## config.mk

```make
export PLATFORM = sky130hd
export DESIGN_NAME = signal_measure_timer
export DESIGN_NICKNAME = d
export VERILOG_FILES = /design/src/core/smt_pkg.sv /design/src/core/measure_bus_if.sv /design/src/core/signal_measure_timer.sv /design/src/core/measure_clock_front.sv
export SDC_FILE = /design/constraint.sdc
export NUM_CORES = 1
export LEC_CHECK = 0
export BUFFER_PORTS_ARGS = -buffer_cell sky130_fd_sc_hd__buf_2
export CELL_PAD_IN_SITES_DETAIL_PLACEMENT = 1
export CELL_PAD_IN_SITES_GLOBAL_PLACEMENT = 1
export CORE_MARGIN = 4
export CORE_UTILIZATION = 24
export DETAILED_ROUTE_END_ITERATION = 10
export PLACE_DENSITY_LB_ADDON = 0.05
export SYNTH_ARGS = -nofsm -noshare
export SYNTH_HDL_FRONTEND = slang
export SYNTH_SLANG_ARGS = --single-unit
```

## constraint.sdc

```tcl
create_clock -name CLK -period 2.9 [get_ports CLK]
set_input_delay 0.145 -clock CLK [delete_from_list [all_inputs] [get_ports CLK]]
set_output_delay 0.145 -clock CLK [all_outputs]
set_load 0.05 [all_outputs]
```

## src/core/smt_pkg.sv

```systemverilog
// shared constants for the signal measurement timer
package smt_pkg;
    localparam int CNT_W = 24;
    localparam int BYTE_W = 8;
    localparam int OSC_N = 3;
    localparam logic [23:0] CNT_ZERO = 24'h000000;
    localparam logic [23:0] CNT_ONE = 24'h000001;
    localparam logic [23:0] BYTE_MASK = 24'h0000FF;
    localparam logic [23:0] NARROW_MASK = 24'h00FFFF;
    localparam logic [23:0] FULL_MASK = 24'hFFFFFF;
    localparam logic [23:0] PERIOD_RESET = 24'hFFFFFF;
    localparam logic [4:0] BYTE_SHIFT = 5'h08;

    // operating modes
    localparam logic [3:0] MODE_TIMER = 4'h0;
    localparam logic [3:0] MODE_GATED_TIMER = 4'h1;
    localparam logic [3:0] MODE_PERIOD_DUTY = 4'h2;
    localparam logic [3:0] MODE_HIGH_LOW = 4'h3;
    localparam logic [3:0] MODE_WINDOWED = 4'h4;
    localparam logic [3:0] MODE_GATED_WINDOW = 4'h5;
    localparam logic [3:0] MODE_FLIGHT = 4'h6;
    localparam logic [3:0] MODE_CAPTURE = 4'h7;
    localparam logic [3:0] MODE_COUNTER = 4'h8;
    localparam logic [3:0] MODE_GATED_COUNTER = 4'h9;
    localparam logic [3:0] MODE_WIN_COUNTER = 4'hA;

    // clock source select codes
    localparam logic [2:0] CSRC_SYS = 3'h0;
    localparam logic [2:0] CSRC_SYS_DIV4 = 3'h1;
    localparam logic [2:0] CSRC_HF_OSC = 3'h2;
    localparam logic [2:0] CSRC_LF_OSC = 3'h3;
    localparam logic [2:0] CSRC_MF_OSC = 3'h4;
    localparam logic [1:0] DIV4_LAST = 2'h3;
    localparam logic [2:0] PRESC_ONE = 3'h1;

    // software write targets
    localparam logic [1:0] WSEL_COUNTER = 2'h0;
    localparam logic [1:0] WSEL_WIDTH = 2'h1;
    localparam logic [1:0] WSEL_PERIOD = 2'h2;
    localparam logic [1:0] WSEL_PLATCH = 2'h3;
endpackage

```

## src/core/measure_bus_if.sv

```systemverilog
// prescaled tick and sampled input levels from the clock front end
`timescale 1ns/1ps
interface measure_bus_if;
    logic tick;
    logic sig_lvl;
    logic win_lvl;
    modport front (output tick, output sig_lvl, output win_lvl);
    modport core (input tick, input sig_lvl, input win_lvl);
endinterface

```

## src/core/signal_measure_timer.sv

```systemverilog
// signal measure timer: counter, capture latches, period match and modes
`timescale 1ns/1ps
module signal_measure_timer #(
    parameter int N_SRC = 4,
    parameter int SEL_W = 2
) (
    // clock and reset
    input wire logic CLK,
    input wire logic RST_N,
    // oscillator pins
    input wire logic HF_OSC,
    input wire logic LF_OSC,
    input wire logic MF_OSC,
    // measured signal and window sources
    input wire logic [N_SRC-1:0] SIG_SRC,
    input wire logic [N_SRC-1:0] WIN_SRC,
    // configuration levels
    input wire logic [2:0] CLOCK_SOURCE_SELECT,
    input wire logic [1:0] CLOCK_PRESCALE,
    input wire logic [3:0] MODE,
    input wire logic [SEL_W-1:0] SIG_SEL,
    input wire logic [SEL_W-1:0] WIN_SEL,
    input wire logic SIG_POL,
    input wire logic WIN_POL,
    input wire logic NARROW_MODE,
    input wire logic REPEAT,
    input wire logic HALT_ON_MATCH,
    // software strobes
    input wire logic RUN_SET,
    input wire logic RUN_CLR,
    input wire logic COUNTER_CLEAR,
    input wire logic WIDTH_LATCH_UPDATE,
    input wire logic PERIOD_LATCH_UPDATE,
    input wire logic MATCH_FLAG_CLR,
    input wire logic ACQ_FLAG_CLR,
    // byte write port
    input wire logic WR_EN,
    input wire logic [1:0] WR_TARGET,
    input wire logic [1:0] WR_BYTE,
    input wire logic [7:0] WR_DATA,
    // read-back
    output logic [23:0] MEASURE_COUNTER,
    output logic [23:0] PULSE_WIDTH_LATCH,
    output logic [23:0] PERIOD_LATCH,
    output logic [23:0] PERIOD_VALUE,
    output logic RUN_CONTROL_BIT,
    output logic MATCH_FLAG,
    output logic ACQ_FLAG,
    output logic SIGNAL_STATUS,
    output logic WINDOW_STATUS
);
    // ----------------------------------------------------------------
    // front end
    // ----------------------------------------------------------------
    measure_bus_if mb ();

    // every register below is private, so two instances never interact
    measure_clock_front #(.N_SRC(N_SRC), .SEL_W(SEL_W)) u_front (
        .clk(CLK),
        .rst_n(RST_N),
        .hf_osc(HF_OSC),
        .lf_osc(LF_OSC),
        .mf_osc(MF_OSC),
        .clock_source_select(CLOCK_SOURCE_SELECT),
        .psel(CLOCK_PRESCALE),
        .sig_src(SIG_SRC),
        .win_src(WIN_SRC),
        .sig_sel(SIG_SEL),
        .win_sel(WIN_SEL),
        .sig_pol(SIG_POL),
        .win_pol(WIN_POL),
        .mb(mb.front)
    );

    logic [23:0] cnt_q, cnt_d;
    logic [23:0] cpw_q, cpw_d;
    logic [23:0] cpr_q, cpr_d;
    logic [23:0] pr_q, pr_d;
    logic run_q, run_d;
    logic pm_q, pm_d;
    logic acq_q, acq_d;
    logic sig_prev_q;
    logic win_prev_q;
    logic sig_stat_q;
    logic win_stat_q;

    // ----------------------------------------------------------------
    // edges and mode decode
    // ----------------------------------------------------------------
    logic step;
    logic sig_rise, sig_fall, win_rise, win_fall;
    logic inc, rst_evt, cpw_evt, cpr_evt, acq_evt;
    logic [23:0] rst_val;

    assign step = run_q && mb.tick;
    assign sig_rise = step && mb.sig_lvl && !sig_prev_q;
    assign sig_fall = step && !mb.sig_lvl && sig_prev_q;
    assign win_rise = step && mb.win_lvl && !win_prev_q;
    assign win_fall = step && !mb.win_lvl && win_prev_q;

    always_comb begin
        inc = 1'b0;
        rst_evt = 1'b0;
        rst_val = smt_pkg::CNT_ZERO;
        cpw_evt = 1'b0;
        cpr_evt = 1'b0;
        acq_evt = 1'b0;
        case (MODE)
            smt_pkg::MODE_TIMER: begin
                inc = 1'b1;
            end
            smt_pkg::MODE_GATED_TIMER: begin
                inc = mb.sig_lvl;
                cpw_evt = sig_fall;
                acq_evt = sig_fall;
            end
            smt_pkg::MODE_PERIOD_DUTY: begin
                inc = 1'b1;
                cpw_evt = sig_fall;
                cpr_evt = sig_rise;
                rst_evt = sig_rise;
                rst_val = smt_pkg::CNT_ONE;
                acq_evt = sig_rise;
            end
            smt_pkg::MODE_HIGH_LOW: begin
                inc = 1'b1;
                cpw_evt = sig_fall;
                cpr_evt = sig_rise;
                rst_evt = sig_rise || sig_fall;
                acq_evt = sig_rise;
            end
            smt_pkg::MODE_WINDOWED, smt_pkg::MODE_WIN_COUNTER: begin
                inc = 1'b1;
                cpr_evt = win_rise;
                rst_evt = win_rise;
                acq_evt = win_rise;
            end
            smt_pkg::MODE_GATED_WINDOW: begin
                inc = mb.sig_lvl;
                cpr_evt = win_rise;
                rst_evt = win_rise;
                acq_evt = win_rise;
            end
            smt_pkg::MODE_FLIGHT: begin
                inc = 1'b1;
                rst_evt = win_rise;
                cpr_evt = sig_rise;
                acq_evt = sig_rise;
            end
            smt_pkg::MODE_CAPTURE: begin
                inc = 1'b1;
                cpw_evt = sig_rise;
                cpr_evt = win_rise;
                acq_evt = sig_rise || win_rise;
            end
            smt_pkg::MODE_COUNTER: begin
                inc = 1'b1;
            end
            smt_pkg::MODE_GATED_COUNTER: begin
                inc = mb.win_lvl;
                cpw_evt = win_fall;
                acq_evt = win_fall;
            end
            // reserved codes stop counting; a period match still clears the counter
            default: begin
                inc = 1'b0;
            end
        endcase
    end

    // ----------------------------------------------------------------
    // counter datapath
    // ----------------------------------------------------------------
    logic [23:0] cmp_mask;
    logic [23:0] cnt_inc;
    logic match;
    logic [23:0] wr_mask;
    logic [23:0] wr_word;
    logic wr_cnt, wr_cpw, wr_pr, wr_cpr;

    assign cmp_mask = NARROW_MODE ? smt_pkg::NARROW_MASK : smt_pkg::FULL_MASK;
    assign match = (cnt_q & cmp_mask) == (pr_q & cmp_mask);
    assign cnt_inc = (cnt_q + smt_pkg::CNT_ONE) & cmp_mask;

    assign wr_mask = smt_pkg::BYTE_MASK << (smt_pkg::BYTE_SHIFT * {3'h0, WR_BYTE});
    assign wr_word = {WR_DATA, WR_DATA, WR_DATA} & wr_mask;
    assign wr_cnt = WR_EN && (WR_TARGET == smt_pkg::WSEL_COUNTER);
    assign wr_cpw = WR_EN && (WR_TARGET == smt_pkg::WSEL_WIDTH);
    assign wr_pr = WR_EN && (WR_TARGET == smt_pkg::WSEL_PERIOD);
    assign wr_cpr = WR_EN && (WR_TARGET == smt_pkg::WSEL_PLATCH);

    // clear beats writes, writes beat counting; halting leaves the match standing
    assign cnt_d = COUNTER_CLEAR ? smt_pkg::CNT_ZERO :
                   wr_cnt ? ((cnt_q & ~wr_mask) | wr_word) :
                   !step ? cnt_q :
                   (match && HALT_ON_MATCH) ? cnt_q :
                   match ? smt_pkg::CNT_ZERO :
                   rst_evt ? rst_val :
                   inc ? cnt_inc : cnt_q;

    assign cpw_d = wr_cpw ? ((cpw_q & ~wr_mask) | wr_word) :
                   (WIDTH_LATCH_UPDATE || cpw_evt) ? cnt_q : cpw_q;
    assign cpr_d = wr_cpr ? ((cpr_q & ~wr_mask) | wr_word) :
                   (PERIOD_LATCH_UPDATE || cpr_evt) ? cnt_q : cpr_q;
    assign pr_d = wr_pr ? ((pr_q & ~wr_mask) | wr_word) : pr_q;

    // ----------------------------------------------------------------
    // run control and flags
    // ----------------------------------------------------------------
    // a software start in the same cycle as a completion wins
    assign run_d = RUN_SET ? 1'b1 :
                   (RUN_CLR || (acq_evt && !REPEAT)) ? 1'b0 : run_q;
    assign pm_d = (step && match) ? 1'b1 : (MATCH_FLAG_CLR ? 1'b0 : pm_q);
    assign acq_d = acq_evt ? 1'b1 : (ACQ_FLAG_CLR ? 1'b0 : acq_q);

    always_ff @(posedge CLK or negedge RST_N) begin
        if (!RST_N) begin
            cnt_q <= smt_pkg::CNT_ZERO;
            cpw_q <= smt_pkg::CNT_ZERO;
            cpr_q <= smt_pkg::CNT_ZERO;
            pr_q <= smt_pkg::PERIOD_RESET;
            run_q <= 1'b0;
            pm_q <= 1'b0;
            acq_q <= 1'b0;
        end else begin
            cnt_q <= cnt_d;
            cpw_q <= cpw_d;
            cpr_q <= cpr_d;
            pr_q <= pr_d;
            run_q <= run_d;
            pm_q <= pm_d;
            acq_q <= acq_d;
        end
    end

    // edge history follows the prescaled tick only
    always_ff @(posedge CLK or negedge RST_N) begin
        if (!RST_N) begin
            sig_prev_q <= 1'b0;
            win_prev_q <= 1'b0;
            sig_stat_q <= 1'b0;
            win_stat_q <= 1'b0;
        end else begin
            sig_prev_q <= mb.tick ? mb.sig_lvl : sig_prev_q;
            win_prev_q <= mb.tick ? mb.win_lvl : win_prev_q;
            sig_stat_q <= mb.sig_lvl;
            win_stat_q <= mb.win_lvl;
        end
    end

    // ----------------------------------------------------------------
    // outputs
    // ----------------------------------------------------------------
    // byte reads are not atomic; software reads while stopped
    assign MEASURE_COUNTER = cnt_q;
    assign PULSE_WIDTH_LATCH = cpw_q;
    assign PERIOD_LATCH = cpr_q;
    assign PERIOD_VALUE = pr_q;
    assign RUN_CONTROL_BIT = run_q;
    assign MATCH_FLAG = pm_q;
    assign ACQ_FLAG = acq_q;
    assign SIGNAL_STATUS = sig_stat_q;
    assign WINDOW_STATUS = win_stat_q;
endmodule // signal_measure_timer

```

## src/core/measure_clock_front.sv

```systemverilog
// clock source select, prescaler and input synchronisers
`timescale 1ns/1ps
module measure_clock_front #(
    parameter int N_SRC = 4,
    parameter int SEL_W = 2
) (
    // clock and reset
    input wire logic clk,
    input wire logic rst_n,
    // oscillator pins and selection
    input wire logic hf_osc,
    input wire logic lf_osc,
    input wire logic mf_osc,
    input wire logic [2:0] clock_source_select,
    input wire logic [1:0] psel,
    // measured inputs
    input wire logic [N_SRC-1:0] sig_src,
    input wire logic [N_SRC-1:0] win_src,
    input wire logic [SEL_W-1:0] sig_sel,
    input wire logic [SEL_W-1:0] win_sel,
    input wire logic sig_pol,
    input wire logic win_pol,
    // to the core
    measure_bus_if.front mb
);
    localparam int NR = smt_pkg::OSC_N + 2 * N_SRC;

    logic [NR-1:0] raw;
    logic [NR-1:0] s1_q;
    logic [NR-1:0] s2_q;
    logic [smt_pkg::OSC_N-1:0] osc_prev_q;
    logic [smt_pkg::OSC_N-1:0] osc_rise;
    logic [1:0] div4_q;
    logic [2:0] pcnt_q;
    logic [2:0] pmask;
    logic src_tick;
    logic presc_tick;
    logic [N_SRC-1:0] sig_s;
    logic [N_SRC-1:0] win_s;
    logic sig_pick;
    logic win_pick;
    logic tick_q;
    logic sig_q;
    logic win_q;

    assign raw = {win_src, sig_src, mf_osc, lf_osc, hf_osc};

    // two-stage synchronisers, one per raw pin
    genvar g;
    generate
        for (g = 0; g < NR; g++) begin : g_sync
            always_ff @(posedge clk or negedge rst_n) begin
                if (!rst_n) begin
                    s1_q[g] <= 1'b0;
                    s2_q[g] <= 1'b0;
                end else begin
                    s1_q[g] <= raw[g];
                    s2_q[g] <= s1_q[g];
                end
            end
        end
    endgenerate

    assign osc_rise = s2_q[smt_pkg::OSC_N-1:0] & ~osc_prev_q;
    assign src_tick = (clock_source_select == smt_pkg::CSRC_SYS) ? 1'b1 :
                      (clock_source_select == smt_pkg::CSRC_SYS_DIV4) ? (div4_q == smt_pkg::DIV4_LAST) :
                      (clock_source_select == smt_pkg::CSRC_HF_OSC) ? osc_rise[0] :
                      (clock_source_select == smt_pkg::CSRC_LF_OSC) ? osc_rise[1] :
                      (clock_source_select == smt_pkg::CSRC_MF_OSC) ? osc_rise[2] : 1'b0;
    // divide by 1, 2, 4 or 8
    assign pmask = (smt_pkg::PRESC_ONE << psel) - smt_pkg::PRESC_ONE;
    assign presc_tick = src_tick && ((pcnt_q & pmask) == pmask);

    assign sig_s = s2_q[smt_pkg::OSC_N +: N_SRC];
    assign win_s = s2_q[smt_pkg::OSC_N + N_SRC +: N_SRC];
    assign sig_pick = sig_s[sig_sel] ^ sig_pol;
    assign win_pick = win_s[win_sel] ^ win_pol;

    always_ff @(posedge clk or negedge rst_n) begin
        if (!rst_n) begin
            osc_prev_q <= '0;
            div4_q <= 2'h0;
            pcnt_q <= 3'h0;
        end else begin
            osc_prev_q <= s2_q[smt_pkg::OSC_N-1:0];
            div4_q <= div4_q + 2'h1;
            pcnt_q <= src_tick ? pcnt_q + 3'h1 : pcnt_q;
        end
    end

    // inputs are resampled on the prescaled clock so edges line up with counting
    always_ff @(posedge clk or negedge rst_n) begin
        if (!rst_n) begin
            tick_q <= 1'b0;
            sig_q <= 1'b0;
            win_q <= 1'b0;
        end else begin
            tick_q <= presc_tick;
            sig_q <= presc_tick ? sig_pick : sig_q;
            win_q <= presc_tick ? win_pick : win_q;
        end
    end

    assign mb.tick = tick_q;
    assign mb.sig_lvl = sig_q;
    assign mb.win_lvl = win_q;
endmodule // measure_clock_front

```

== Word-level counts from Yosys, hierarchy flattened ==
Index checks and enable logic that the tools add are counted.

* Bits in registers: 136
* Input bits: 51
* Output and inout bits: 101
* Word-level logic and storage cells: 164

* Add/subtract/negate cells: 4
* Magnitude comparators: 2
* Equal/unequal tests: 21
* Shift operators: 2
* Multiplexer cells: 33
* Bitwise logic cells: 18
* Reduce and logical (&&, ||, !) cells: 45

{| class="wikitable"
|+ Operators by type and width
! kind !! number
|-
| $mux 24 || 12
|-
| $and 24x24->24 || 8
|-
| $or 24x24->24 || 4
|-
| $add 24x1->24 const B || 1
|-
| $eq 24x24->1 || 1
|-
| $not 24->24 || 1
|-
| $shl 8x5->24 const A || 1
|-
| $logic_and 1x1->1 || 17
|-
| $eq 4x3->1 const B || 4
|-
| $mux 1 || 14
|-
| $eq 4x4->1 const B || 3
|-
| $reduce_bool 2->1 || 5
|-
| $pmux 1 s3 || 3
|-
| $reduce_or 3->1 || 3
|-
| $eq 4x2->1 const B || 2
|-
| $reduce_or 4->1 || 2
|-
| $reduce_or 8->1 || 1
|-
| $and 3x3->3 || 2
|-
| $eq 2x2->1 const B || 3
|-
| $eq 3x2->1 const B || 2
|-
| $lt 2x3->1 const B || 2
|-
| $logic_not 1->1 || 5
|-
| $logic_or 1x1->1 || 5
|-
| $pmux 1 s5 || 1
|-
| 21 further kinds || 23
|}

== Logic depth before layout (Yosys ltp) ==
Gate-level depths: netlist (run 1).

* Word-level depth: 11
* Depth in mapped cells: 9
* Mapped depth without buffers: 8

== By module ==
A second synthesis (run 1) with hierarchy kept.

* Cells, all modules: 665
* Area, all modules: 6,844.1 µm²

{| class="wikitable"
|+ By module, submodules not included
! module !! times used !! cells each !! area each (µm²) !! seq. area each (µm²)
|-
| signal_measure_timer || 1 || 607 || 5,795.6 || 2,607.5
|-
| measure_clock_front || 1 || 58 || 1,048.5 || 825.8
|}

== Worst setup path before layout (run 1) ==
Ideal clock, no wire load.

* Kind: register -> register
* From: reg cnt_q[7], in the netlist MEASURE_COUNTER[7]
* To: reg cnt_q[10], in the netlist MEASURE_COUNTER[10]
* Library setup time: 0.121 ns
* Data arrival time: 2.374 ns
* Data required time: 2.779 ns
* Path slack: 0.405 ns
* Stages on the path, launching flop included: 10
* Buffers on the path: 2
* Clock period less this slack: 2.495 ns
* Cell sequence: dfrtp_1 buf_6 xor2_1 nor4_2 and4_4 nand3_4 a311oi_4 buf_6 nor2_1 o22a_1

* Longest elaborated chain between the ends: 9
* Elaborated cells on any way between the ends: 15
* Classes of those cells: add/sub: 1; eq/ne: 2; mux: 7; bitwise: 2; reduce/logical: 3

{| class="wikitable"
|+ RTL lines
! item !! RTL line !! RTL
|-
| start, declared || signal_measure_timer.sv:75 || <nowiki>logic [23:0] cnt_q, cnt_d;</nowiki>
|-
| start signal, assigned || signal_measure_timer.sv:218 || <nowiki>cnt_q <= smt_pkg::CNT_ZERO;</nowiki>
|-
| start signal, assigned || signal_measure_timer.sv:226 || <nowiki>cnt_q <= cnt_d;</nowiki>
|-
| $add 24x1->24 || signal_measure_timer.sv:183 || <nowiki>assign cnt_inc = (cnt_q + smt_pkg::CNT_ONE) & cmp_mask;</nowiki>
|-
| $and 24x24->24 || signal_measure_timer.sv:183 ||
|-
| $mux 24 || signal_measure_timer.sv:199 || <nowiki>inc ? cnt_inc : cnt_q;</nowiki>
|-
| $mux 24 || signal_measure_timer.sv:198 || <nowiki>rst_evt ? rst_val :</nowiki>
|-
| $mux 24 || signal_measure_timer.sv:197 || <nowiki>match ? smt_pkg::CNT_ZERO :</nowiki>
|-
| $mux 24 || signal_measure_timer.sv:196 || <nowiki>(match && HALT_ON_MATCH) ? cnt_q :</nowiki>
|-
| $mux 24 || signal_measure_timer.sv:195 || <nowiki>!step ? cnt_q :</nowiki>
|-
| $mux 24 || signal_measure_timer.sv:194 || <nowiki>wr_cnt ? ((cnt_q & ~wr_mask) | wr_word) :</nowiki>
|-
| $mux 24 || signal_measure_timer.sv:193 || <nowiki>assign cnt_d = COUNTER_CLEAR ? smt_pkg::CNT_ZERO :</nowiki>
|}

Parallel ways exist; a longest one is shown, timed or not. The select of a mux whose other input is x is not followed.
A chain may end at the register's enable or synchronous reset.

== Worst setup path in the final report (run 1) ==
* From: reg cnt_q[8], in the netlist MEASURE_COUNTER[8]
* To: reg cnt_q[0], in the netlist MEASURE_COUNTER[0]

* Longest elaborated chain between the ends: 7
* Elaborated cells on any way between the ends: 11
* Classes of those cells: eq/ne: 2; mux: 5; bitwise: 1; reduce/logical: 3

{| class="wikitable"
|+ RTL lines
! item !! RTL line !! RTL
|-
| $and 24x24->24 (*) || signal_measure_timer.sv:182 || <nowiki>assign match = (cnt_q & cmp_mask) == (pr_q & cmp_mask);</nowiki>
|-
| $eq 24x24->1 (*) || signal_measure_timer.sv:182 ||
|-
| $mux 24 || signal_measure_timer.sv:197 ||
|-
| $mux 24 || signal_measure_timer.sv:196 ||
|-
| $mux 24 || signal_measure_timer.sv:195 ||
|-
| $mux 24 || signal_measure_timer.sv:194 ||
|-
| $mux 24 || signal_measure_timer.sv:193 ||
|}

Every way passes the cells marked *; elsewhere a longest branch is shown, timed or not. The select of a mux whose other input is x is not followed.

==> impl_metrics.json, run 1 <==
{
  "finalCriticalPeriod_ns": 2.54,
  "peakVddDrop_v": 0.000372,
  "maxSlewHeadroom": 0.324,
  "worstSkewPairLatency_ns": 0.42,
  "worstHoldStart": "WIN_POL",
  "crit_type": "reg -> reg",
  "final.setup.tns_ns": 0,
  "vias": 6321,
  "p_leak_nw": 3.98,
  "cp_data_arrival_time_ns": 2.79,
  "grt_pass1_wl_um": 44100,
  "finalWirelength_um": 29400,
  "wl_per_cell_um": 23.3,
  "synth_top_area_cell": "dfrtp_1",
  "fp.dieW_um": 179,
  "min_delay_worst_endpoint": "u_front.mb.win_lvl",
  "finalCritPeriodShare": 0.874,
  "hold_viol": 0,
  "reg2reg_depth": 7,
  "synth.most_common_cell": "dfrtp_1",
  "synth_seq_area_share": 0.492,
  "grt_pass1_vias": 6834,
  "core-area_um2": 28700,
  "dieArea_um2": 31900,
  "cts-root-buf": "clkbuf_16",
  "routabilityCongestion": 0.834,
  "post_cts_buffers": 0,
  "grt_max_degree": 99,
  "drtIter0Drc": 354,
  "cts_tree": "done",
  "ys_top_cells_by_count": "dfrtp_1 (112), a21oi_1 (60), o22ai_1 (60), nand2_1 (55), nor2_1 (54)",
  "crit_fanout": 16,
  "async_reset_ff_frac": 1.00,
  "synthCells": 689,
  "antenna_found_initial": 0,
  "crit_path_start": "MEASURE_COUNTER[8]",
  "whs_ns": 0.0344,
  "cts_sinks": 136,
  "setup_violations": 0,
  "status": "finished clean",
  "num_io_pins": 152,
  "final_layout_size_suffix_gt1_frac": 0.347,
  "grt_setup_unrepaired": "false",
  "synth_flop_cell": "dfrtp_1",
  "htree_levels": 4,
  "track_usage": 0.185,
  "worstMarginPinSlew_ns": 1.01,
  "synth-seq-cells": 136,
  "hp-class": "in -> reg",
  "multiInputGateArea_um2": 3170,
  "yosysTopAreaCellShare": 0.401,
  "critPathCaptureType": "flop",
  "clk_path_buf_depth": 2,
  "skew_ns": 0.0110,
  "cap_violations": 0,
  "rows": 62,
  "synth_edf_count": 0,
  "drc": 0,
  "r2r_end": "MEASURE_COUNTER[0]",
  "required_ns": 3.16,
  "syn-num-nets": 743,
  "cts_made_buffers": 17,
  "gr-total-overflow": 0,
  "die_h_um": 179,
  "start_kind": "flop",
  "power_density_nw_per_um2": 745,
  "min_path_cells": 3,
  "max_freq_mhz": 394,
  "r2r_start": "MEASURE_COUNTER[8]",
  "io_buffer_count": 151,
  "totalPowerFinal_w": 0.00674,
  "initial_core_util": 0.243,
  "area_growth_syn_to_layout_pct": 29.6,
  "vias_per_cell": 5.00,
  "final_max_slew_viol_count": 0,
  "drtPass1Iterations": 4,
  "rrSetupSlack_ns": 0.36,
  "ant_nets": 0,
  "nets": 920,
  "clk_pin_slew_worst_paths_ns": 0.07,
  "fillers": 3296,
  "synth.distinct_cells": 72,
  "synth_area_leaders": "dfrtp_1 (40%), dfstp_2 (9.0%), o22ai_1 (5.4%), mux2_2 (4.4%), a21oi_1 (4.3%)",
  "netlist_area_um2": 6980,
  "seqCellArea_um2": 3430,
  "hpwl_um": 20900,
  "yosysWarnings": 0,
  "insertedDiodeCount": 0,
  "syn_area_per_cell_um2": 10.1,
  "cts_resized": 0
}
worst max-delay path by stage:
stage               slack [ns]  depth (start not counted)             endpoint
floorplan                 0.40                          9  MEASURE_COUNTER[10]
global placement          0.36                          7   MEASURE_COUNTER[0]
detailed placement        0.41                          8  MEASURE_COUNTER[13]
CTS                       0.37                          8  MEASURE_COUNTER[13]
global route              0.15                          6                 flop
finish                    0.36                          7   MEASURE_COUNTER[0]
critical path: stages (launching register included):
cell	delay, ns
dfrtp_1	0.53
xor2_1	0.23
nor4_2	0.28
and4_4	0.32
a211o_1	0.20
a311oi_4	0.12
buf_4	0.23
o31ai_1	0.47
power breakdown:
group | switching [W] | internal (W)
clock | 0.000949 | 0.00130
combinational | 0.00141 | 0.000597
sequential | 0.000242 | 0.00223
total | 0.00260 | 0.00414
layer usage:
metal | vias up | global-route usage | wire [µm]
li1 | 2866 | - | -
met1 | 3301 | 0.256 | 13800
met2 | 137 | 0.304 | 14100
met3 | 17 | 0.0307 | 1220
met4 | 0 | 0.0451 | 325
met5 | - | 0 | 0
cell families (layout without fill, tap and decap cells):
group                      Yosys count  after routing  share of synthesized area
muxes                               35             35                     0.0586
adders and majority gates            3              3                    0.00538
and+or+nand+nor                    182            182                      0.131
xor gates and xnor gates            29             29                     0.0364
DFF                                136            136                      0.492
buffers and inverters               81            271                     0.0548
AOI/OAI and AO/OA                  223            223                      0.222
cell usage in the layout, fill, tap and decap left out, drive strengths merged, types with 4 or more instances in the layout:
master / count
inv: 29
buf: 198
xor2: 17
nor3: 11
xnor2: 12
a41oi: 4
nor4: 7
nor2b: 7
a31oi: 6
a21oi: 60
a21boi: 6
dfrtp: 112
clkinvlp: 5
nor2: 54
a2bb2oi: 21
mux2i: 6
dlygate4sd3: 16
nand2b: 5
o21ai: 17
o32a: 7
nand3: 14
nand2: 55
clkbuf: 20
or3: 5
mux2: 27
or2: 5
dfstp: 24
and3: 4
o22ai: 63
what timing repair did:
action | CTS | global route
hold buffers | 16 | 0
endpoints found under the hold margin | 102 | 0
setup endpoints to repair | 0 | 0
final cells by class:
| class | instances | area share |
|---|---|---|
| clock buffers | 20 | 0.0494 |
| clock inverters | 12 | 0.0156 |
| inverters | 25 | 0.0104 |
| multi-input cells | 472 | 0.350 |
| flip-flops and latches | 136 | 0.379 |
| well taps | 384 | 0.0531 |
| repair buffers | 214 | 0.142 |
stage by stage:
stage	cell area [µm²]	utilization	cells	setup WS [ns]
2_1_floorplan	6980	-	689	0.405
3_3_place_gp	8300	0.289	1215	0.365
3_5_place_dp	8300	0.289	1215	0.407
4_1_cts	9050	0.315	1263	0.368
5_1_grt	9050	0.315	1263	0.145
6_report	9050	0.315	1263	0.364
Power figures use the tool's default switching activity.
==> run 2, diff against run 1 <==
--- a/config.mk
+++ b/config.mk
@@ -5,6 +5,7 @@
 export SDC_FILE = /design/constraint.sdc
 export NUM_CORES = 1
 export LEC_CHECK = 0
+export ABC_AREA = 1
 export BUFFER_PORTS_ARGS = -buffer_cell sky130_fd_sc_hd__buf_2
 export CELL_PAD_IN_SITES_DETAIL_PLACEMENT = 1
 export CELL_PAD_IN_SITES_GLOBAL_PLACEMENT = 1
==> run 2 against run 1 <==
Effect of this change:
- core utilization is 0.73 points lower
- first-iteration DRC count rose by 12%
- combinational power grew 15%
- global-route usage grew 0.077 points
- clock power is 2% lower
- clock skew grew 0.00099 ns
- flip-flop and latch count unchanged
- largest power group unchanged
==> impl_metrics.json, run 2 <==
{
  "status": "finished clean",
  "rows": 64,
  "async_reset_ff_frac": 1.00,
  "grt_pass1_vias": 7374,
  "skew_ns": 0.0119,
  "fillers": 3787,
  "synthMuxAreaShare": 0.00149,
  "grt_pass1_wl_um": 47800,
  "netlist_area_um2": 7570,
  "internal-power_w": 0.00415,
  "synth.distinct_cells": 43,
  "sequentialPowerShare": 0.365,
  "clk_pin_slew_worst_paths_ns": 0.06,
  "cts_resized": 0,
  "area_growth_syn_to_layout_pct": 25.4,
  "synthCells": 1002,
  "setup_violations": 0,
  "wl_per_cell_um": 20.0,
  "comb_power_share": 0.326,
  "synth_compound_area_frac": 0.158,
  "drc": 0,
  "hold_viol": 0,
  "io_buffer_count": 151,
  "worstMarginPinSlew_ns": 0.832,
  "p_clk_frac": 0.309,
  "vias_per_cell": 4.64,
  "drtIter0Drc": 395,
  "synth_edf_count": 0,
  "grt_max_degree": 56,
  "synth_flop_cell": "dfrtp_1",
  "hp-class": "in -> reg",
  "synth.most_common_cell": "nand2_1",
  "finalCriticalPeriod_ns": 2.26,
  "syn-num-nets": 1056,
  "crit_type": "reg -> reg",
  "grt_setup_unrepaired": "false",
  "syn_area_per_cell_um2": 7.55,
  "insertedDiodeCount": 0,
  "nets": 1220,
  "cts_made_buffers": 17,
  "clk_path_buf_depth": 2,
  "finalWirelength_um": 31600,
  "dieArea_um2": 34400,
  "required_ns": 3.27,
  "synthXorXnorAreaFrac": 0.0324,
  "power_density_nw_per_um2": 750,
  "crit_fanout": 17,
  "cp_data_arrival_time_ns": 2.63,
  "gr-total-overflow": 0,
  "yosysTopAreaCellShare": 0.370,
  "cts_tree": "done",
  "num_io_pins": 152,
  "max_freq_mhz": 442,
  "final.setup.tns_ns": 0,
  "cts-root-buf": "clkbuf_16",
  "critPathCaptureType": "flop",
  "ys_top_cells_by_count": "nand2_1 (280), dfrtp_1 (112), nor2_1 (111), o21ai_0 (110), inv_1 (87)",
  "synth-seq-cells": 136,
  "final_cell_mix": "nand2_1 (280), buf_2 (150), dfrtp_1 (112)",
  "yosysWarnings": 0,
  "initial_core_util": 0.246,
  "start_kind": "flop",
  "hpwl_um": 23500,
  "synth_top_family_by_area": "simple AND/OR/NAND/NOR gates",
  "htree_levels": 4,
  "drtPass1Iterations": 4,
  "synth_adder_area_share": 0.00496,
  "power_switching_w": 0.00298,
  "fin_util": 0.308,
  "synth_seq_area_share": 0.454,
  "fp.dieW_um": 186,
  "antenna_found_initial": 0,
  "final_layout_size_suffix_gt1_frac": 0.220,
  "cts_sinks": 136,
  "p_leak_nw": 4.40,
  "final_max_slew_viol_count": 0,
  "die_h_um": 186,
  "ant_nets": 0,
  "cap_violations": 0,
  "worstSkewPairLatency_ns": 0.45,
  "routabilityCongestion": 0.850,
  "synth_top_area_cell": "dfrtp_1",
  "synth_area_leaders": "dfrtp_1 (37%), nand2_1 (14%), dfstp_2 (8.3%), o21ai_0 (7.3%), nor2_1 (5.5%)",
  "vias": 7312,
  "synthSimpleGateAreaFrac": 0.269,
  "swShare": 0.418,
  "peakVddDrop_v": 0.000416,
  "track_usage": 0.186,
  "layout_commonest_cell": "nand2_1",
  "core-area_um2": 30800,
  "finalCritPeriodShare": 0.781,
  "maxSlewHeadroom": 0.445
}
run 2: changes by cell type in the layout (fill, tap and decap cells not counted), moves of 17 or more:
| cell | change |
|---|---|
| nand2_1 | +225 |
| o21ai_0 | +96 |
| inv_1 | +62 |
| o22ai_1 | -59 |
| nor2_1 | +57 |
| mux2_2 | -26 |
| buf_4 | -25 |
| nand3_1 | +24 |
| a2bb2oi_1 | -21 |
| o21a_1 | +17 |
run 2: layer usage:
metal | track usage | routed length [µm]
met1 | 0.284 | 16400
met2 | 0.271 | 13400
met3 | 0.0348 | 1390
met4 | 0.0440 | 377
met5 | 0 | 0
run 2: critical path, cell delays in order (launching register included):
cell and delay (ns):
dfrtp_1 0.61, xnor2_1 0.18, nand2_1 0.12, nor2_1 0.20, nand2_1 0.09, nor2_1 0.24
nand4_1 0.19, nand3_4 0.14, buf_4 0.26, nand2_1 0.07, o21ai_1 0.09
run 2: power groups by stage:
stage / logic, W / clock network (W) / registers [W]
floorplan: 0.000807 / 0 / 0.00340
global placement: 0.00232 / 0 / 0.00263
detailed placement: 0.00233 / 0 / 0.00263
CTS: 0.00236 / 0.00227 / 0.00261
global route: 0.00251 / 0.00234 / 0.00265
finish: 0.00232 / 0.00220 / 0.00260
run 2: final cells by class:
class,count,area [µm²],area share
multi-input combinational,727,3530,0.372
clock inverter,12,128,0.0134
clock buffer,20,447,0.0470
inverter,95,359,0.0378
sequential,136,3430,0.362
tap,396,495,0.0522
timing repair buffer,189,1100,0.116
run 2: path summary, 6_finish.rpt:
path                                          from                  to  slack [ns]  cells past startpoint
worst max-delay path            MEASURE_COUNTER[5]  MEASURE_COUNTER[7]        0.64                     10
worst min-delay path                       WIN_POL  u_front.mb.win_lvl        0.03                      4
worst max register to register  MEASURE_COUNTER[5]  MEASURE_COUNTER[7]        0.64                     10
worst min register to register     u_front.s1_q[8]     u_front.s2_q[8]        0.35                      0
max in group asynchronous                    RST_N   u_front.pcnt_q[0]        1.78                      3
min in group asynchronous                    RST_N           async pin        0.17                      2
run 2: through the flow:
step / hold slack, ns / area, µm² / instances / setup slack [ns] / power [W]
2_1_floorplan: -0.151 / 7570 / 1002 / 0.804 / 0.00420
3_3_place_gp: 0.0859 / 8760 / 1527 / 0.633 / 0.00495
3_5_place_dp: 0.0891 / 8760 / 1527 / 0.616 / 0.00497
4_1_cts: 0.00951 / 9490 / 1575 / 0.584 / 0.00724
5_1_grt: 0.0561 / 9490 / 1575 / 0.429 / 0.00750
6_report: 0.0257 / 9490 / 1575 / 0.636 / 0.00712
run 2: what timing repair did:
action	in CTS	in global routing
hold endpoints to repair	51	0
hold buffers	16	0
buffers inserted	0	0
run 2: cells by family (layout without fill, tap and decap cells):
family	Yosys count	in the layout
XOR/XNOR	28	28
AND/OR/NAND/NOR	480	480
AO/OA/AOI/OAI	215	215
adder cells (fa/ha/maj)	3	3
buffers and inverters	139	316
flip-flops	136	136
multiplexers	1	1
==> run 3, diff against run 2 <==
==> constraint.sdc (replaced) <==
create_clock -name CLK -period 1.9 [get_ports CLK]
set_input_delay 0.095 -clock CLK [delete_from_list [all_inputs] [get_ports CLK]]
set_output_delay 0.095 -clock CLK [all_outputs]
set_load 0.05 [all_outputs]
==> run 3 against run 2 <==
Effect of this change:
- the flow now finishes with violations (setup timing)
- via count is 6.3% higher
- design area increased by 14%
- non-clock buffer count rose by 112
- critical path depth increased by 1
- flip-flop and latch count is the same
- die area stayed put
- hold slack better by 0.029 ns
- power is 66% higher
- sequential share of layout area is 4.2 points lower
- maximum frequency is 12% higher
- register-to-register slack got worse by 0.75 ns
==> impl_metrics.json, run 3 (synthesis results as in run 2) <==
{
  "drtPass1Iterations": 5,
  "dieArea_um2": 34400,
  "crit_type": "reg -> reg",
  "rows": 64,
  "path_cells": "buf_12 -> xnor2_4 -> nand2_2 -> nor2_4 -> nand2_2 -> nor2_4 -> nand4_1 -> nand3_4 -> buf_12 -> clkbuf_16 -> o21ai_1",
  "grt_pass1_wl_um": 50000,
  "finalCritPeriodShare": 1.06,
  "vias_per_cell": 4.60,
  "rrSetupSlack_ns": -0.12,
  "min_path_cells": 3,
  "core-area_um2": 30800,
  "multiInputGateArea_um2": 3730,
  "max_freq_mhz": 496,
  "cp_data_arrival_time_ns": 2.35,
  "cpLargestDelayFamily": "simple AND/OR/NAND/NOR gates",
  "track_usage": 0.195,
  "final_layout_size_suffix_gt1_frac": 0.339,
  "fp.dieW_um": 186,
  "io_buffer_count": 151,
  "path_buf_inv": 3,
  "power_switching_w": 0.00477,
  "final_max_slew_viol_count": 0,
  "worstMarginPinSlew_ns": 0.478,
  "drc": 0,
  "required_ns": 2.23,
  "layout_setup_ws_ns": -0.117,
  "critPathCaptureType": "flop",
  "insertedDiodeCount": 0,
  "cp_slowest_cell": "dfrtp_2",
  "drtIter0Drc": 488,
  "ant_nets": 0,
  "violations": "setup timing",
  "cts-root-buf": "clkbuf_16",
  "vias": 7771,
  "grt_setup_unrepaired": "true",
  "hpwl_um": 25000,
  "peakVddDrop_v": 0.000668,
  "totalPowerFinal_w": 0.0118,
  "clk_path_buf_depth": 2,
  "fillers": 3721,
  "initial_core_util": 0.246,
  "internal-power_w": 0.00706,
  "comb_power_share": 0.359,
  "path_depth": 11,
  "finalWirelength_um": 33100,
  "cts_made_buffers": 17,
  "skew_ns": 0.0114,
  "num_io_pins": 152,
  "swShare": 0.403,
  "cts_sinks": 136,
  "p_clk_frac": 0.311,
  "die_h_um": 186,
  "finalCriticalPeriod_ns": 2.02,
  "seqCellArea_um2": 3460,
  "sequentialPowerShare": 0.329,
  "layout_commonest_cell": "nand2_1",
  "reg2reg_depth": 11,
  "wl_per_cell_um": 19.6,
  "p_leak_nw": 5.08,
  "cts_tree": "done",
  "power_density_nw_per_um2": 1090,
  "routabilityCongestion": 0.831,
  "clk_pin_slew_worst_paths_ns": 0.07,
  "area_growth_syn_to_layout_pct": 43.3,
  "start_kind": "flop",
  "cap_violations": 0,
  "hold_viol": 0,
  "final_cell_mix": "nand2_1 (260), buf_2 (150), buf_4 (114)",
  "htree_levels": 4,
  "final_area_um2": 10800,
  "gr-total-overflow": 0,
  "final.setup.tns_ns": -2.09,
  "whs_ns": 0.0544,
  "status": "complete, but fails checks",
  "place_area_um2": 9570,
  "slowest_delay_ns": 0.45,
  "crit_fanout": 8,
  "hp-class": "in -> reg",
  "nets": 1334,
  "grt_pass1_vias": 8017,
  "worstSkewPairLatency_ns": 0.44,
  "antenna_found_initial": 1,
  "setup_violations": 24,
  "grt_max_degree": 53,
  "maxSlewHeadroom": 0.681
}
run 3: per-stage QoR:
stage | utilization | std cells | setup slack [ns]
after global routing | 0.352 | 1689 | -0.203
after floorplan | - | 1002 | 0.00713
after CTS | 0.339 | 1672 | -0.0227
after detailed placement | 0.310 | 1619 | -0.189
after global placement | 0.310 | 1619 | -0.117
final | 0.352 | 1689 | -0.117
run 3: routing by layer:
layer  track usage  share of wire  vias to the layer above
li1              -              -                     3807
met1         0.295           0.51                     3778
met2         0.290           0.43                      165
met3        0.0352          0.047                       19
met4        0.0446         0.0099                        2
met5             0        0.00060                        -
run 3: worst reg2reg max path, stage by stage, from the launching register on:
cell	delay, ns
dfrtp_2	0.45
buf_12	0.15
xnor2_4	0.12
nand2_2	0.08
nor2_4	0.14
nand2_2	0.08
nor2_4	0.15
nand4_1	0.18
nand3_4	0.13
buf_12	0.17
clkbuf_16	0.18
o21ai_1	0.07
run 3: repair_timing:
item	in CTS	in global routing
cloned	0	4
endpoints found under the hold margin	128	0
gates resized for setup	11	51
setup endpoints to repair	24	72
pin swaps	2	26
hold buffers	19	0
buffers inserted	2	13
run 3: path summary, 6_finish.rpt:
kind                                     from                  end
setup / recovery           MEASURE_COUNTER[9]  MEASURE_COUNTER[22]
hold / removal              CLOCK_PRESCALE[1]      u_front.mb.tick
setup reg to reg           MEASURE_COUNTER[9]  MEASURE_COUNTER[22]
hold reg to reg               u_front.s1_q[4]      u_front.s2_q[4]
max in group asynchronous               RST_N            async pin
min in group asynchronous               RST_N            async pin
run 3: power by group through the flow:
stage                     registers, W  logic [W]  clock network (W)
after floorplan                0.00520    0.00123                  0
after global placement         0.00394    0.00393                  0
after detailed placement       0.00395    0.00396                  0
after CTS                      0.00390    0.00405            0.00379
after global routing           0.00397    0.00461            0.00391
final                          0.00390    0.00425            0.00368
run 3: layout make-up:
type | instances | area share
clock buffers | 18 | 0.0405
clock inverters | 14 | 0.0182
inverters | 95 | 0.0340
multi-input cells | 727 | 0.344
flip-flops and latches | 136 | 0.319
well taps | 396 | 0.0457
repair buffers | 301 | 0.197
repair inverters | 2 | 0.00162
